<file path="src/include/trm_consts.svh">
// Register offsets, field codes and reset values of the trigger routing matrix
`ifndef TRM_CONSTS_SVH
`define TRM_CONSTS_SVH

`define N_FRONT 6
`define N_TRIG 8
`define N_STAR 17
`define N_DEST 31
`define THR_W_DEF 12

`define OFF_CTRL 8'h00
`define OFF_DIV 8'h04
`define OFF_SWTRIG 8'h08
`define OFF_STATUS 8'h0c
`define OFF_TERM 8'h10
`define OFF_THR0 8'h20
`define OFF_ROUTE0 8'h80

`define SRC_SW 6'h1f
`define SRC_SYNC 6'h20
`define SRC_FRONT_CLOCK_INPUT 6'h21
`define SRC_W 34

`define EXP_MAX 4'h9
`define RST_STATE '0

`endif

</file>
<file path="src/include/trm_pkg.sv">
// Types shared by the trigger routing matrix and its bench
`default_nettype none
package trm_pkg;

  typedef enum logic [1:0] {
    BASE_SYNTH = 2'h0,
    BASE_CLK10 = 2'h1,
    BASE_FRONT0 = 2'h2,
    BASE_OFF = 2'h3
  } base_sel_t;

  typedef enum logic [1:0] {
    RATE_FULL = 2'h0,
    RATE_DIV1 = 2'h1,
    RATE_DIV2 = 2'h2,
    RATE_RSV = 2'h3
  } rate_t;

  typedef struct packed {
    logic [3:0] delay;
    rate_t rate;
    logic inv;
    logic fall;
    logic sync;
    logic en;
    logic [5:0] src;
  } route_cfg_t;

  typedef struct packed {
    logic cyc;
    logic stb;
    logic we;
    logic [7:0] adr;
    logic [3:0] sel;
    logic [31:0] dat;
  } wb_req_t;

  typedef struct packed {
    logic ack;
    logic [31:0] dat;
  } wb_rsp_t;

endpackage
`default_nettype wire

</file>
<file path="src/core/trigger_routing_matrix.sv">
// Trigger routing crossbar with synchronous realignment and software pulse
//
// The implementer's own choices: the Wishbone slave port and the register offsets.
`include "trm_consts.svh"
`default_nettype none

module trigger_routing_matrix #(
  parameter int THR_W = `THR_W_DEF
) (
  input wire logic clk_i,
  input wire logic rst_i,
  input wire trm_pkg::wb_req_t wb_i,
  output trm_pkg::wb_rsp_t wb_o,
  input wire logic pxi_clk10_i,
  input wire logic synth_clk_i,
  input wire logic front_clock_i,
  input wire logic [`N_FRONT-1:0] front_i,
  output logic [`N_FRONT-1:0] front_o,
  output logic [`N_FRONT-1:0] front_oe_o,
  input wire logic [`N_TRIG-1:0] trig_i,
  output logic [`N_TRIG-1:0] trig_o,
  output logic [`N_TRIG-1:0] trig_oe_o,
  input wire logic [`N_STAR-1:0] star_i,
  output logic [`N_STAR-1:0] star_o,
  output logic [`N_STAR-1:0] star_oe_o,
  output logic [`N_FRONT-1:0] term_en_o,
  output logic [`N_FRONT*THR_W-1:0] threshold_o
);
  import trm_pkg::*;

  localparam int NF = `N_FRONT;
  localparam int NT = `N_TRIG;
  localparam int ND = `N_DEST;

  typedef struct packed {
    logic ack;
    logic [31:0] dat;
    base_sel_t fbase;
    base_sel_t tbase;
    logic [1:0] dsrc;
    logic [1:0][3:0] dexp;
    logic reject;
    logic [NF-1:0] term;
    logic [NF-1:0][THR_W-1:0] thr;
    route_cfg_t [ND-1:0] route;
    logic [ND-1:0] q;
    logic [ND-1:0] pend;
    logic [ND-1:0][3:0] cnt;
    logic [1:0][8:0] dcnt;
    logic [1:0] dprev;
    logic [1:0][3:0] cprev;
  } state_t;

  state_t s_q;
  state_t s_d;

  logic [1:0] base;
  logic [1:0] din;
  logic [1:0] dout;
  logic [1:0][3:0] clkv;
  logic [`SRC_W-1:0] srcv;
  logic [ND-1:0] edge_w;
  logic [ND-1:0] sv_w;
  logic [ND-1:0] dst;
  logic [ND-1:0] dst_oe;
  logic [31:0] rd;
  logic [31:0] wv;
  logic [31:0] bmask;
  logic [5:0] widx;

  // Synthesizer, PXI_CLK10 or front line 0 as base of a sync domain
  function automatic logic pick_base(base_sel_t b);
    case (b)
      BASE_SYNTH: pick_base = synth_clk_i;
      BASE_CLK10: pick_base = pxi_clk10_i;
      BASE_FRONT0: pick_base = front_i[0];
      default: pick_base = 1'b0;
    endcase
  endfunction

  // A route combination outside the matrix is refused at write time
  function automatic logic cfg_ok(logic [5:0] d, route_cfg_t c);
    cfg_ok = 1'b1;
    if (c.en) begin
      if (c.src > `SRC_FRONT_CLOCK_INPUT) begin
        cfg_ok = 1'b0;
      end
      if (c.src == `SRC_FRONT_CLOCK_INPUT && d < 6'(NF + NT)) begin
        cfg_ok = 1'b0;
      end
      if (!c.sync && (c.src == `SRC_SW || c.src == `SRC_SYNC)) begin
        cfg_ok = 1'b0;
      end
      if (c.rate == RATE_RSV) begin
        cfg_ok = 1'b0;
      end
    end
  endfunction

  always_comb begin
    base[0] = pick_base(s_q.fbase);
    base[1] = pick_base(s_q.tbase);
  end

  // Each divider picks which domain's base it divides
  genvar j;
  generate
    for (j = 0; j < 2; j = j + 1) begin : g_div
      logic [3:0] e1;
      assign e1 = s_q.dexp[j] - 4'h1;
      assign din[j] = base[s_q.dsrc[j]];
      // Bit n-1 of a rising-edge counter toggles every 2^(n-1) base cycles
      assign dout[j] = (s_q.dexp[j] == 4'h0) ? din[j] : s_q.dcnt[j][e1];
      assign clkv[j] = {1'b0, dout[1], dout[0], base[j]};
    end
  endgenerate

  // Slots 31 and 32 are replaced per route
  assign srcv = {front_clock_i, 1'b0, 1'b0, star_i, trig_i, front_i};

  genvar g;
  generate
    for (g = 0; g < ND; g = g + 1) begin : g_route
      localparam int DOM = (g < NF) ? 0 : 1;
      route_cfg_t c;
      logic ck;
      logic cp;
      logic fire;
      logic raw;
      assign c = s_q.route[g];
      assign ck = clkv[DOM][c.rate];
      assign cp = s_q.cprev[DOM][c.rate];
      assign edge_w[g] = c.fall ? (cp & ~ck) : (~cp & ck);
      assign fire = s_q.pend[g] & (s_q.cnt[g] == 4'h0);
      always_comb begin
        if (c.src == `SRC_SW) begin
          raw = fire;
        end else if (c.src == `SRC_SYNC) begin
          raw = ck;
        end else if (c.src < 6'(`SRC_W)) begin
          raw = srcv[c.src];
        end else begin
          raw = 1'b0;
        end
      end
      assign sv_w[g] = raw;
      always_comb begin
        if (!c.en) begin
          dst[g] = 1'b0;
        end else if (!c.sync) begin
          dst[g] = raw;
        end else if (c.src == `SRC_SYNC) begin
          dst[g] = ck ^ c.inv;
        end else begin
          dst[g] = s_q.q[g] ^ c.inv;
        end
      end
      assign dst_oe[g] = c.en;
    end
  endgenerate

  assign front_o = dst[NF-1:0];
  assign front_oe_o = dst_oe[NF-1:0];
  assign trig_o = dst[NF+NT-1:NF];
  assign trig_oe_o = dst_oe[NF+NT-1:NF];
  assign star_o = dst[ND-1:NF+NT];
  assign star_oe_o = dst_oe[ND-1:NF+NT];
  assign term_en_o = s_q.term;
  assign threshold_o = s_q.thr;
  assign wb_o.ack = s_q.ack;
  assign wb_o.dat = s_q.dat;

  assign widx = 6'(wb_i.adr[7:2] - `OFF_ROUTE0 / 4);

  // Read view of the addressed word
  always_comb begin
    rd = 32'h0000_0000;
    case (wb_i.adr[7:2])
      6'(`OFF_CTRL / 4): rd = {26'h000_0000, s_q.dsrc, s_q.tbase, s_q.fbase};
      6'(`OFF_DIV / 4): rd = {20'h0_0000, s_q.dexp[1], 4'h0, s_q.dexp[0]};
      6'(`OFF_STATUS / 4): rd = {30'h0000_0000, |s_q.pend, s_q.reject};
      6'(`OFF_TERM / 4): rd = {26'h000_0000, s_q.term};
      default: begin
        if (wb_i.adr >= `OFF_THR0 && wb_i.adr < `OFF_THR0 + 8'(4 * NF)) begin
          rd = 32'(s_q.thr[3'(wb_i.adr[4:2])]);
        end else if (wb_i.adr >= `OFF_ROUTE0 && widx < 6'(ND)) begin
          rd = {16'h0000, s_q.route[5'(widx)]};
        end
      end
    endcase
  end

  assign bmask = {{8{wb_i.sel[3]}}, {8{wb_i.sel[2]}}, {8{wb_i.sel[1]}}, {8{wb_i.sel[0]}}};
  assign wv = (rd & ~bmask) | (wb_i.dat & bmask);

  always_comb begin
    logic wr;
    route_cfg_t nc;
    wr = 1'b0;
    nc = '0;
    s_d = s_q;
    // Answer one cycle after the request; drop ack the cycle after
    s_d.ack = wb_i.cyc & wb_i.stb & ~s_q.ack;
    if (wb_i.cyc && wb_i.stb && !s_q.ack) begin
      s_d.dat = rd;
    end
    wr = wb_i.cyc & wb_i.stb & wb_i.we & s_q.ack;

    for (int k = 0; k < 2; k++) begin
      if (!s_q.dprev[k] && din[k]) begin
        s_d.dcnt[k] = s_q.dcnt[k] + 9'h001;
      end
      s_d.dprev[k] = din[k];
      s_d.cprev[k] = clkv[k];
    end

    for (int i = 0; i < ND; i++) begin
      if (edge_w[i]) begin
        s_d.q[i] = sv_w[i];
        if (s_q.pend[i]) begin
          if (s_q.cnt[i] == 4'h0) begin
            s_d.pend[i] = 1'b0;
          end else begin
            s_d.cnt[i] = s_q.cnt[i] - 4'h1;
          end
        end
      end
    end

    if (wr) begin
      case (wb_i.adr[7:2])
        6'(`OFF_CTRL / 4): begin
          s_d.fbase = base_sel_t'(wv[1:0]);
          s_d.tbase = base_sel_t'(wv[3:2]);
          s_d.dsrc = wv[5:4];
        end
        6'(`OFF_DIV / 4): begin
          for (int k = 0; k < 2; k++) begin
            // Exponents above nine clamp to the 512 ratio
            s_d.dexp[k] = (wv[8*k+:4] > `EXP_MAX) ? `EXP_MAX : wv[8*k+:4];
            s_d.dcnt[k] = 9'h000;
          end
        end
        6'(`OFF_SWTRIG / 4): begin
          if (wv[0]) begin
            for (int i = 0; i < ND; i++) begin
              if (s_q.route[i].en && s_q.route[i].sync && s_q.route[i].src == `SRC_SW) begin
                s_d.pend[i] = 1'b1;
                s_d.cnt[i] = s_q.route[i].delay;
              end
            end
          end
        end
        6'(`OFF_STATUS / 4): begin
          if (wv[0]) begin
            s_d.reject = 1'b0;
          end
        end
        6'(`OFF_TERM / 4): s_d.term = wv[NF-1:0];
        default: begin
          if (wb_i.adr >= `OFF_THR0 && wb_i.adr < `OFF_THR0 + 8'(4 * NF)) begin
            s_d.thr[3'(wb_i.adr[4:2])] = wv[THR_W-1:0];
          end else if (wb_i.adr >= `OFF_ROUTE0 && widx < 6'(ND)) begin
            nc = route_cfg_t'(wv[15:0]);
            if (cfg_ok(widx, nc)) begin
              s_d.route[5'(widx)] = nc;
              // A rewritten route drops any pulse it still owed
              s_d.pend[5'(widx)] = 1'b0;
              s_d.q[5'(widx)] = 1'b0;
            end else begin
              s_d.reject = 1'b1;
            end
          end
        end
      endcase
    end
  end

  always_ff @(posedge clk_i) begin
    if (rst_i) begin
      s_q <= `RST_STATE;
    end else begin
      s_q <= s_d;
    end
  end

endmodule
`default_nettype wire

</file>
<file path="config.mk">
export PLATFORM = sky130hd
export DESIGN_NAME = trigger_routing_matrix
export DESIGN_NICKNAME = d
export VERILOG_FILES = /design/src/include/trm_pkg.sv /design/src/core/trigger_routing_matrix.sv
export VERILOG_INCLUDE_DIRS = /design/src /design/src/include
export SDC_FILE = /design/constraint.sdc
export NUM_CORES = 2
export LEC_CHECK = 0
export BUFFER_PORTS_ARGS = -buffer_cell sky130_fd_sc_hd__buf_2
export CAP_MARGIN = 20
export CELL_PAD_IN_SITES_DETAIL_PLACEMENT = 1
export CELL_PAD_IN_SITES_GLOBAL_PLACEMENT = 2
export CORE_MARGIN = 2
export CORE_UTILIZATION = 41
export DETAILED_ROUTE_END_ITERATION = 6
export PLACE_DENSITY = 0.88
export REMOVE_ABC_BUFFERS = 1
export SLEW_MARGIN = 20
export SYNTH_ARGS = -nofsm -noshare
export SYNTH_HDL_FRONTEND = slang
export SYNTH_SLANG_ARGS = --single-unit
</file>
<file path="constraint.sdc">
create_clock -name clk_i -period 4.5 [get_ports clk_i]
set_input_delay 0.225 -clock clk_i [delete_from_list [all_inputs] [get_ports clk_i]]
set_output_delay 0.225 -clock clk_i [all_outputs]
set_load 0.02 [all_outputs]
</file>
Word level (Yosys, flattened, before mapping)
Index checks and enable logic that the tools add are counted.

Eq/ne operators: 77. Bitwise gates (word level): 232. Mux-type cells: 736. $lt $le $gt $ge: 109. Reduce and logical (&&, ||, !) cells: 124. Add/subtract/negate cells: 36.

Operators by type and width (count): $mux W4 (126); $bwmux W496 (1); $mux W1 (487); $lt A6 B7 Y1 const B (31); $mux W204 (1); $eq A6 B6 Y1 const B (33); $eq A6 B5 Y1 const B (32); $bmux W1 S6 (31); $lt A6 B6 Y1 const B (31); $mux W62 (3); $mux W155 (1); $logic_not A4 Y1 (33); $sub A4 B1 Y4 const B (33); $bmux W1 S2 (62); $mux W124 (1); $and A1 B1 Y1 (97); $lt A2 B3 Y1 const B (31); $bmux W16 S5 (1); $demux W16 S5 (1); $bwmux W72 (1); $logic_and A1 B1 Y1 (72); $not A1 Y1 (66); $mux W16 (4); $pmux W16 S4 (1); 51 further kinds (134).

Input bits: 83. Logic and storage cells: 1586. Register bits after elaboration: 836. Output and inout bits: 173.

Logic depth before layout (Yosys ltp)
Depth after elaboration: 23. Gate-level depth with buffers: 20.

Least setup slack after synthesis
OpenSTA, ideal clock, no wires.

Kind: in2reg. Start: in wb_i[38] (netlist name). End: reg s_q, in the netlist g_route[18].c[9]. Slack: 0.737 ns. Arrival: 3.636 ns. Data required time: 4.372 ns. Stages on the path: 16. Path buffers: 9. Path through: buf_6 > buf_12 > buf_6 > buf_6 > buf_6 > buf_4 > buf_2 > buf_2 > mux4_2 > mux4_2 > mux2i_1 > o221ai_1 > mux2_2 > buf_2 > mux2i_1 > nor2_1.

Cells in the longest elaborated chain, start to end: 19. Elaborated cells between the ends (all ways): 50.

Ends and longest elaborated chain: from (decl) (RTL line trigger_routing_matrix.sv:12) `input wire trm_pkg::wb_req_t wb_i,`; $sub A6 B6 Y6 (RTL line trigger_routing_matrix.sv:173) `` assign widx = 6'(wb_i.adr[7:2] - `OFF_ROUTE0 / 4); ``; $bmux W16 S5 / $lt A6 B5 Y1 (equally long branches) (RTL line trigger_routing_matrix.sv:187, trigger_routing_matrix.sv:186, trigger_routing_matrix.sv:263); $mux W16 (not written as such) / $logic_and A1 B1 Y1 (equally long branches) (RTL line trigger_routing_matrix.sv:187, trigger_routing_matrix.sv:186, trigger_routing_matrix.sv:263); $mux W16 (RTL line trigger_routing_matrix.sv:186) `` end else if (wb_i.adr >= `OFF_ROUTE0 && widx < 6'(ND)) begin ``; $mux W16 (RTL line trigger_routing_matrix.sv:184) `` if (wb_i.adr >= `OFF_THR0 && wb_i.adr < `OFF_THR0 + 8'(4 * NF)) begin ``; $pmux W16 S4 (RTL line trigger_routing_matrix.sv:178) `case (wb_i.adr[7:2])`; $and A16 B16 Y16 (RTL line trigger_routing_matrix.sv:194) `assign wv = (rd & ~bmask) | (wb_i.dat & bmask);`; $or A16 B16 Y16 (RTL line trigger_routing_matrix.sv:194); [... 3 more ...]; $mux W1 (RTL line trigger_routing_matrix.sv:91) `` if (!c.sync && (c.src == `SRC_SW || c.src == `SRC_SYNC)) begin ``; $mux W1 (RTL line trigger_routing_matrix.sv:94) `if (c.rate == RATE_RSV) begin`; $mux W1 (RTL line trigger_routing_matrix.sv:84) `if (c.en) begin`; $mux W1 (RTL line trigger_routing_matrix.sv:263) `` end else if (wb_i.adr >= `OFF_ROUTE0 && widx < 6'(ND)) begin ``; $mux W1 (RTL line trigger_routing_matrix.sv:261) `` if (wb_i.adr >= `OFF_THR0 && wb_i.adr < `OFF_THR0 + 8'(4 * NF)) begin ``; $mux W1 (RTL line trigger_routing_matrix.sv:231) `case (wb_i.adr[7:2])`; $mux W1 (RTL line trigger_routing_matrix.sv:230) `if (wr) begin`; $reduce_and A5 Y1 (no source line); to (signal assigned) (RTL line trigger_routing_matrix.sv:281) `` s_q <= `RST_STATE; ``; to (decl) (RTL line trigger_routing_matrix.sv:54) `state_t s_q;`.

Parallel ways exist; a longest one is shown, timed or not. The select of a mux whose other input is x is not followed. A chain may end at the register's enable or synchronous reset.

Worst setup path in the final report
Start: reg s_q[789] (netlist name). End: out star_o[3].

Cells in the longest elaborated chain, start to end: 10. Elaborated cells between the ends (all ways): 13.

Ends and longest elaborated chain: $sub A4 B1 Y4 (RTL line trigger_routing_matrix.sv:110) `assign e1 = s_q.dexp[j] - 4'h1;`; $bmux W1 S4 (RTL line trigger_routing_matrix.sv:113) `assign dout[j] = (s_q.dexp[j] == 4'h0) ? din[j] : s_q.dcnt[j][e1];`; $mux W1 (not written as such) (RTL line trigger_routing_matrix.sv:113); $mux W1 (*) (RTL line trigger_routing_matrix.sv:113); $bmux W1 S2 (*) (RTL line trigger_routing_matrix.sv:131) `assign ck = clkv[DOM][c.rate];`; $mux W1 (not written as such) (*) (RTL line trigger_routing_matrix.sv:131); $mux W1 / $xor A1 B1 Y1 (equally long branches) (RTL line trigger_routing_matrix.sv:138, trigger_routing_matrix.sv:153); $mux W1 (on tied branches) (RTL line trigger_routing_matrix.sv:136, trigger_routing_matrix.sv:152); $mux W1 (*) (RTL line trigger_routing_matrix.sv:150) `end else if (!c.sync) begin`; $mux W1 (*) (RTL line trigger_routing_matrix.sv:148) `if (!c.en) begin`; to (decl) (RTL line trigger_routing_matrix.sv:24) `` output logic [`N_STAR-1:0] star_o, ``.

Every way passes the cells marked *; elsewhere a longest branch is shown, timed or not. The select of a mux whose other input is x is not followed.

==> impl_results.md <==
- Status: finished, final reports clean
- Max VDD drop: 0.2943 mV
- Slowest stage delay, CP: 0.42 ns
- Initial antenna violation count: 24
- Highest clock rate: 228.9 MHz
- Tcrit/Tclk final: 0.9710
- Grt ovf: 0
- Skew-Pair Late Insertion Delay: 0.75 ns
- Synthesized area: 0.05340 mm²
- WL final: 225900 µm
- Area grow syn2layout: 12.59%
- Post-Place Cells: 7214
- Ys flop type: dfxtp_1
- Post-Syn Instances: 5587
- Sequential Power Share: 0.418
- Seq cells post-synth: 816
- IO Pins: 256
- Combinational family with the most area after synthesis: multiplexers
- Comb power frac: 0.105
- First-pass GRT wire length: 330200 µm
- Clock sink count: 816
- Max Slew Vio Count: 0
- Total power: 17430 µW
- Layout Nets: 5696
- Fin. Hold Viols: 0
- Cell depth of the worst hold path: 5
- Count of cell types in the netlist: 86
- Reg-to-Reg End: g_route[9].c[0]
- Post-synth EDFFs: 0
- Startpoint Class: flip-flop
- Total GRT Usage: 0.3327
- Minimum clock period: 4.370 ns
- Worst Skew: 0.03872 ns
- Cell Chain, Critical Path: inv_1 > ha_2 > mux2i_2 > nand2_1 > a32oi_1 > o22ai_1 > a21oi_4 > buf_8 > buf_4 > o21ai_0 > mux2i_1 > xor2_1 > nand2_1 > o211a_1 > buf_2
- Ys Warns: 0
- CTS clk-pin slew, worst paths: 0.06 ns
- Remaining routing DRC violations: 0
- Number of H-tree levels: 3
- Die Ht: 364.9 µm
- Worst R2R Setup Slack: 0.18 ns
- Vias in the first global route: 49150
- P_int: 12740 µW
- HPWL Detailed: 153200 µm
- Post-Synth Adder-Cell Area: 0.008669
- Routed vias/inst: 6.523
- Num rows: 132
- PortBufs: 219
- Placer congestion estimate: 0.9979
- Largest net degree at the start of global routing: 164
- Clock power share: 0.477
- CTS Buffer Depth: 3
- CP most frequent cell: nand2_1
- Hold Path Origin: pxi_clk10_i
- Via count: 48270
- Slew HR: 0.1784
- CTS tree: yes
- CP required: 4.28 ns
- Final setup vio count: 0
- Psw: 4695 µW
- LEAKAGE: 0.02072 µW
- Critical path fanouts, max: 11
- Area of the die: 0.1331 mm²
- RSZ-0062 raised after global routing: yes
- Core area: 0.1293 mm²
- Power density cells: 290.0 mW/mm²
- Starting density of the core: 0.4129
- Crit Path Category: reg2out
- Ys async rst share: 0
- Mean Syn Cell Area: 9.558 µm²
- 1st-pass router iterations: 6
- Share of cells above drive strength 1: 0.2196
- Initial DRC count: 5222
- Worst reg2reg path depth: 15
- RR Startpoint: s_q[166]
- Post-DRT Antenna Nets: 0
- Clk root buf: clkbuf_16
- Post-Synth Simple-Gate Area: 0.1774
- CTS Buf Count: 96
- Mux share of post-synthesis cell area: 0.3245
- Maxcap violations: 0
- Slew at the pin closest to its max-slew limit: 1.232 ns
- DR WL/cell: 30.53 µm
- Worst Hold Class: in2reg
- Switching Share: 0.2693
- Die X: 364.9 µm
- Slowest-stage cell, CP: dfxtp_2
- Final cell count without fillers: 7400
- Post-synthesis sequential area ratio: 0.3059
- Worst Hold Path EP: s_q[9]
- Arr. time, crit path: 4.14 ns
- Crit path capture type: output pin
- Area fraction in compound gates after synthesis: 0.09253
- Post-Synth XOR/XNOR Area: 0.01279
==> final cells by class <==
cell class,instances,area [µm²]
fillers,14480,69200
multi-input cells,4010,33410
flip-flops and latches,816,16340
repair buffers,554,4533
clock buffers,140,2863
well taps,1742,2180
clock inverters,29,400.4
inverters,98,367.9
diodes,11,27.53
==> flip-flops by register name, indices dropped and copies added (netlist names) <==
| signal | cells |
|---|---|
| threshold_o | 72 |
| term_en_o | 6 |
| wb_o | 17 |
| g_route.c | 465 |
| s_q | 225 |
| front_oe_o | 6 |
| star_oe_o | 17 |
| trig_oe_o | 8 |
==> layer usage <==
layer / up-vias / track usage / part of all wire
met4: 14 / 0.2077 / 0.074
li1: 20270 / - / -
met5: - / 0 / 0.00039
met3: 990 / 0.09835 / 0.10
met2: 2631 / 0.5203 / 0.45
met1: 24370 / 0.4011 / 0.38
==> synth_stat cells, types with 8 or more instances <==
cell type / n / area [µm²]
inv_1: 97 / 364.1
buf_6: 16 / 180.2
and3_1: 27 / 168.9
nand2_1: 362 / 1359
ha_1: 37 / 462.9
nor2_1: 688 / 2582
mux2i_1: 811 / 8118
a311o_1: 31 / 310.3
nand4_1: 117 / 732.0
nand3b_1: 65 / 488.0
nor2b_1: 58 / 362.9
nor3_1: 113 / 565.5
nor4_1: 51 / 319.1
or2_2: 41 / 256.5
or2_0: 15 / 93.84
a221oi_1: 16 / 140.1
mux4_2: 388 / 8738
o31a_1: 12 / 105.1
o211ai_1: 20 / 150.1
xor2_1: 44 / 385.4
o211a_1: 27 / 270.3
a211oi_1: 116 / 870.8
a311oi_1: 35 / 306.5
nand2b_1: 227 / 1420
buf_4: 167 / 1254
nor3b_1: 42 / 315.3
a2111oi_2: 21 / 315.3
a22oi_1: 10 / 75.07
o21ai_0: 148 / 740.7
buf_2: 52 / 260.3
or3_1: 8 / 50.05
a21oi_1: 107 / 535.5
xnor2_1: 34 / 297.8
dfxtp_1: 816 / 16340
buf_1: 58 / 217.7
o22ai_1: 42 / 262.8
buf_12: 22 / 440.4
a2111oi_0: 10 / 87.58
mux2_2: 39 / 439.2
a31oi_1: 35 / 219.0
clkbuf_1: 353 / 1325
nand3_1: 108 / 540.5
==> logic make-up (layout without fill, tap and decap cells) <==
group                    count (synthesis)  in the layout
adder cells (fa/ha/maj)                 37             37
flip-flops                             816            816
multiplexers                          1241           1241
AO/OA/AOI/OAI                          692            692
AND/OR/NAND/NOR                       1946           1946
buffers and inverters                  776            821
XOR/XNOR                                78             78
other                                    1             27
==> power groups by stage <==
stage,Clock (µW),Sequential (µW),Combinational (µW)
2_1_floorplan,0,7440,706
3_3_place_gp,0,7440,1700
3_5_place_dp,0,7440,1730
4_1_cts,8400,7280,1750
5_1_grt,8670,7280,1850
6_report,8320,7280,1830
==> worst max-delay path by stage <==
stage,startpoint,endpoint,cells past startpoint
global route,s_q[789],star_o[4],15
detailed placement,wb_i[40],s_q[81],12
CTS,s_q[792],star_o[4],12
floorplan,wb_i[39],s_q[161],8
finish,s_q[789],star_o[3],15
global placement,wb_i[40],s_q[37],12
==> cells in the final DEF (no fill, tap or decap), types with 39 or more instances in the layout <==
cell,instances
a211oi_1,116
a21oi_1,103
buf_12,70
buf_2,215
buf_4,262
clkbuf_16,100
dfxtp_1,811
inv_1,97
mux2_2,39
mux2i_1,810
mux4_2,388
nand2_1,362
nand2b_1,227
nand3_1,108
nand3b_1,65
nand4_1,117
nor2_1,688
nor2b_1,57
nor3_1,112
nor3b_1,41
nor4_1,45
o21ai_0,141
o22ai_1,42
or2_2,41
xor2_1,44
==> metrics by stage <==
stage               cell area [µm²]  TNS [ns]  utilization  hold WS, ns  worst slack [ns]
detailed placement            56720         0       0.4386       0.4486           0.09921
global placement              56720         0       0.4386       0.4447            0.1485
finish                        60120         0       0.4649       0.1060            0.1303
CTS                           60050         0       0.4644      0.06952           0.02415
global route                  60100   -0.1967       0.4648       0.1236          -0.06188
floorplan                     49650  -1821.77            -       0.2941            -4.539
==> what timing repair did <==
action	4_1_cts	5_1_grt
gates cloned	0	0
setup endpoints to repair	27	31
hold buffers	1	0
gates resized for setup	7	14
buffers inserted	4	1
hold endpoints to repair	18	0
==> critical path, delay by kind of cell (launching register included) <==
family | cells | cell delay, ns
AND/OR/NAND/NOR | 2 | 0.16
AO/OA/AOI/OAI | 5 | 1.05
XOR/XNOR | 1 | 0.16
adder cells (fa/ha/maj) | 1 | 0.41
flip-flops | 1 | 0.42
buffers and inverters | 4 | 0.73
multiplexers | 2 | 0.47
Power figures use the tool's default switching activity.
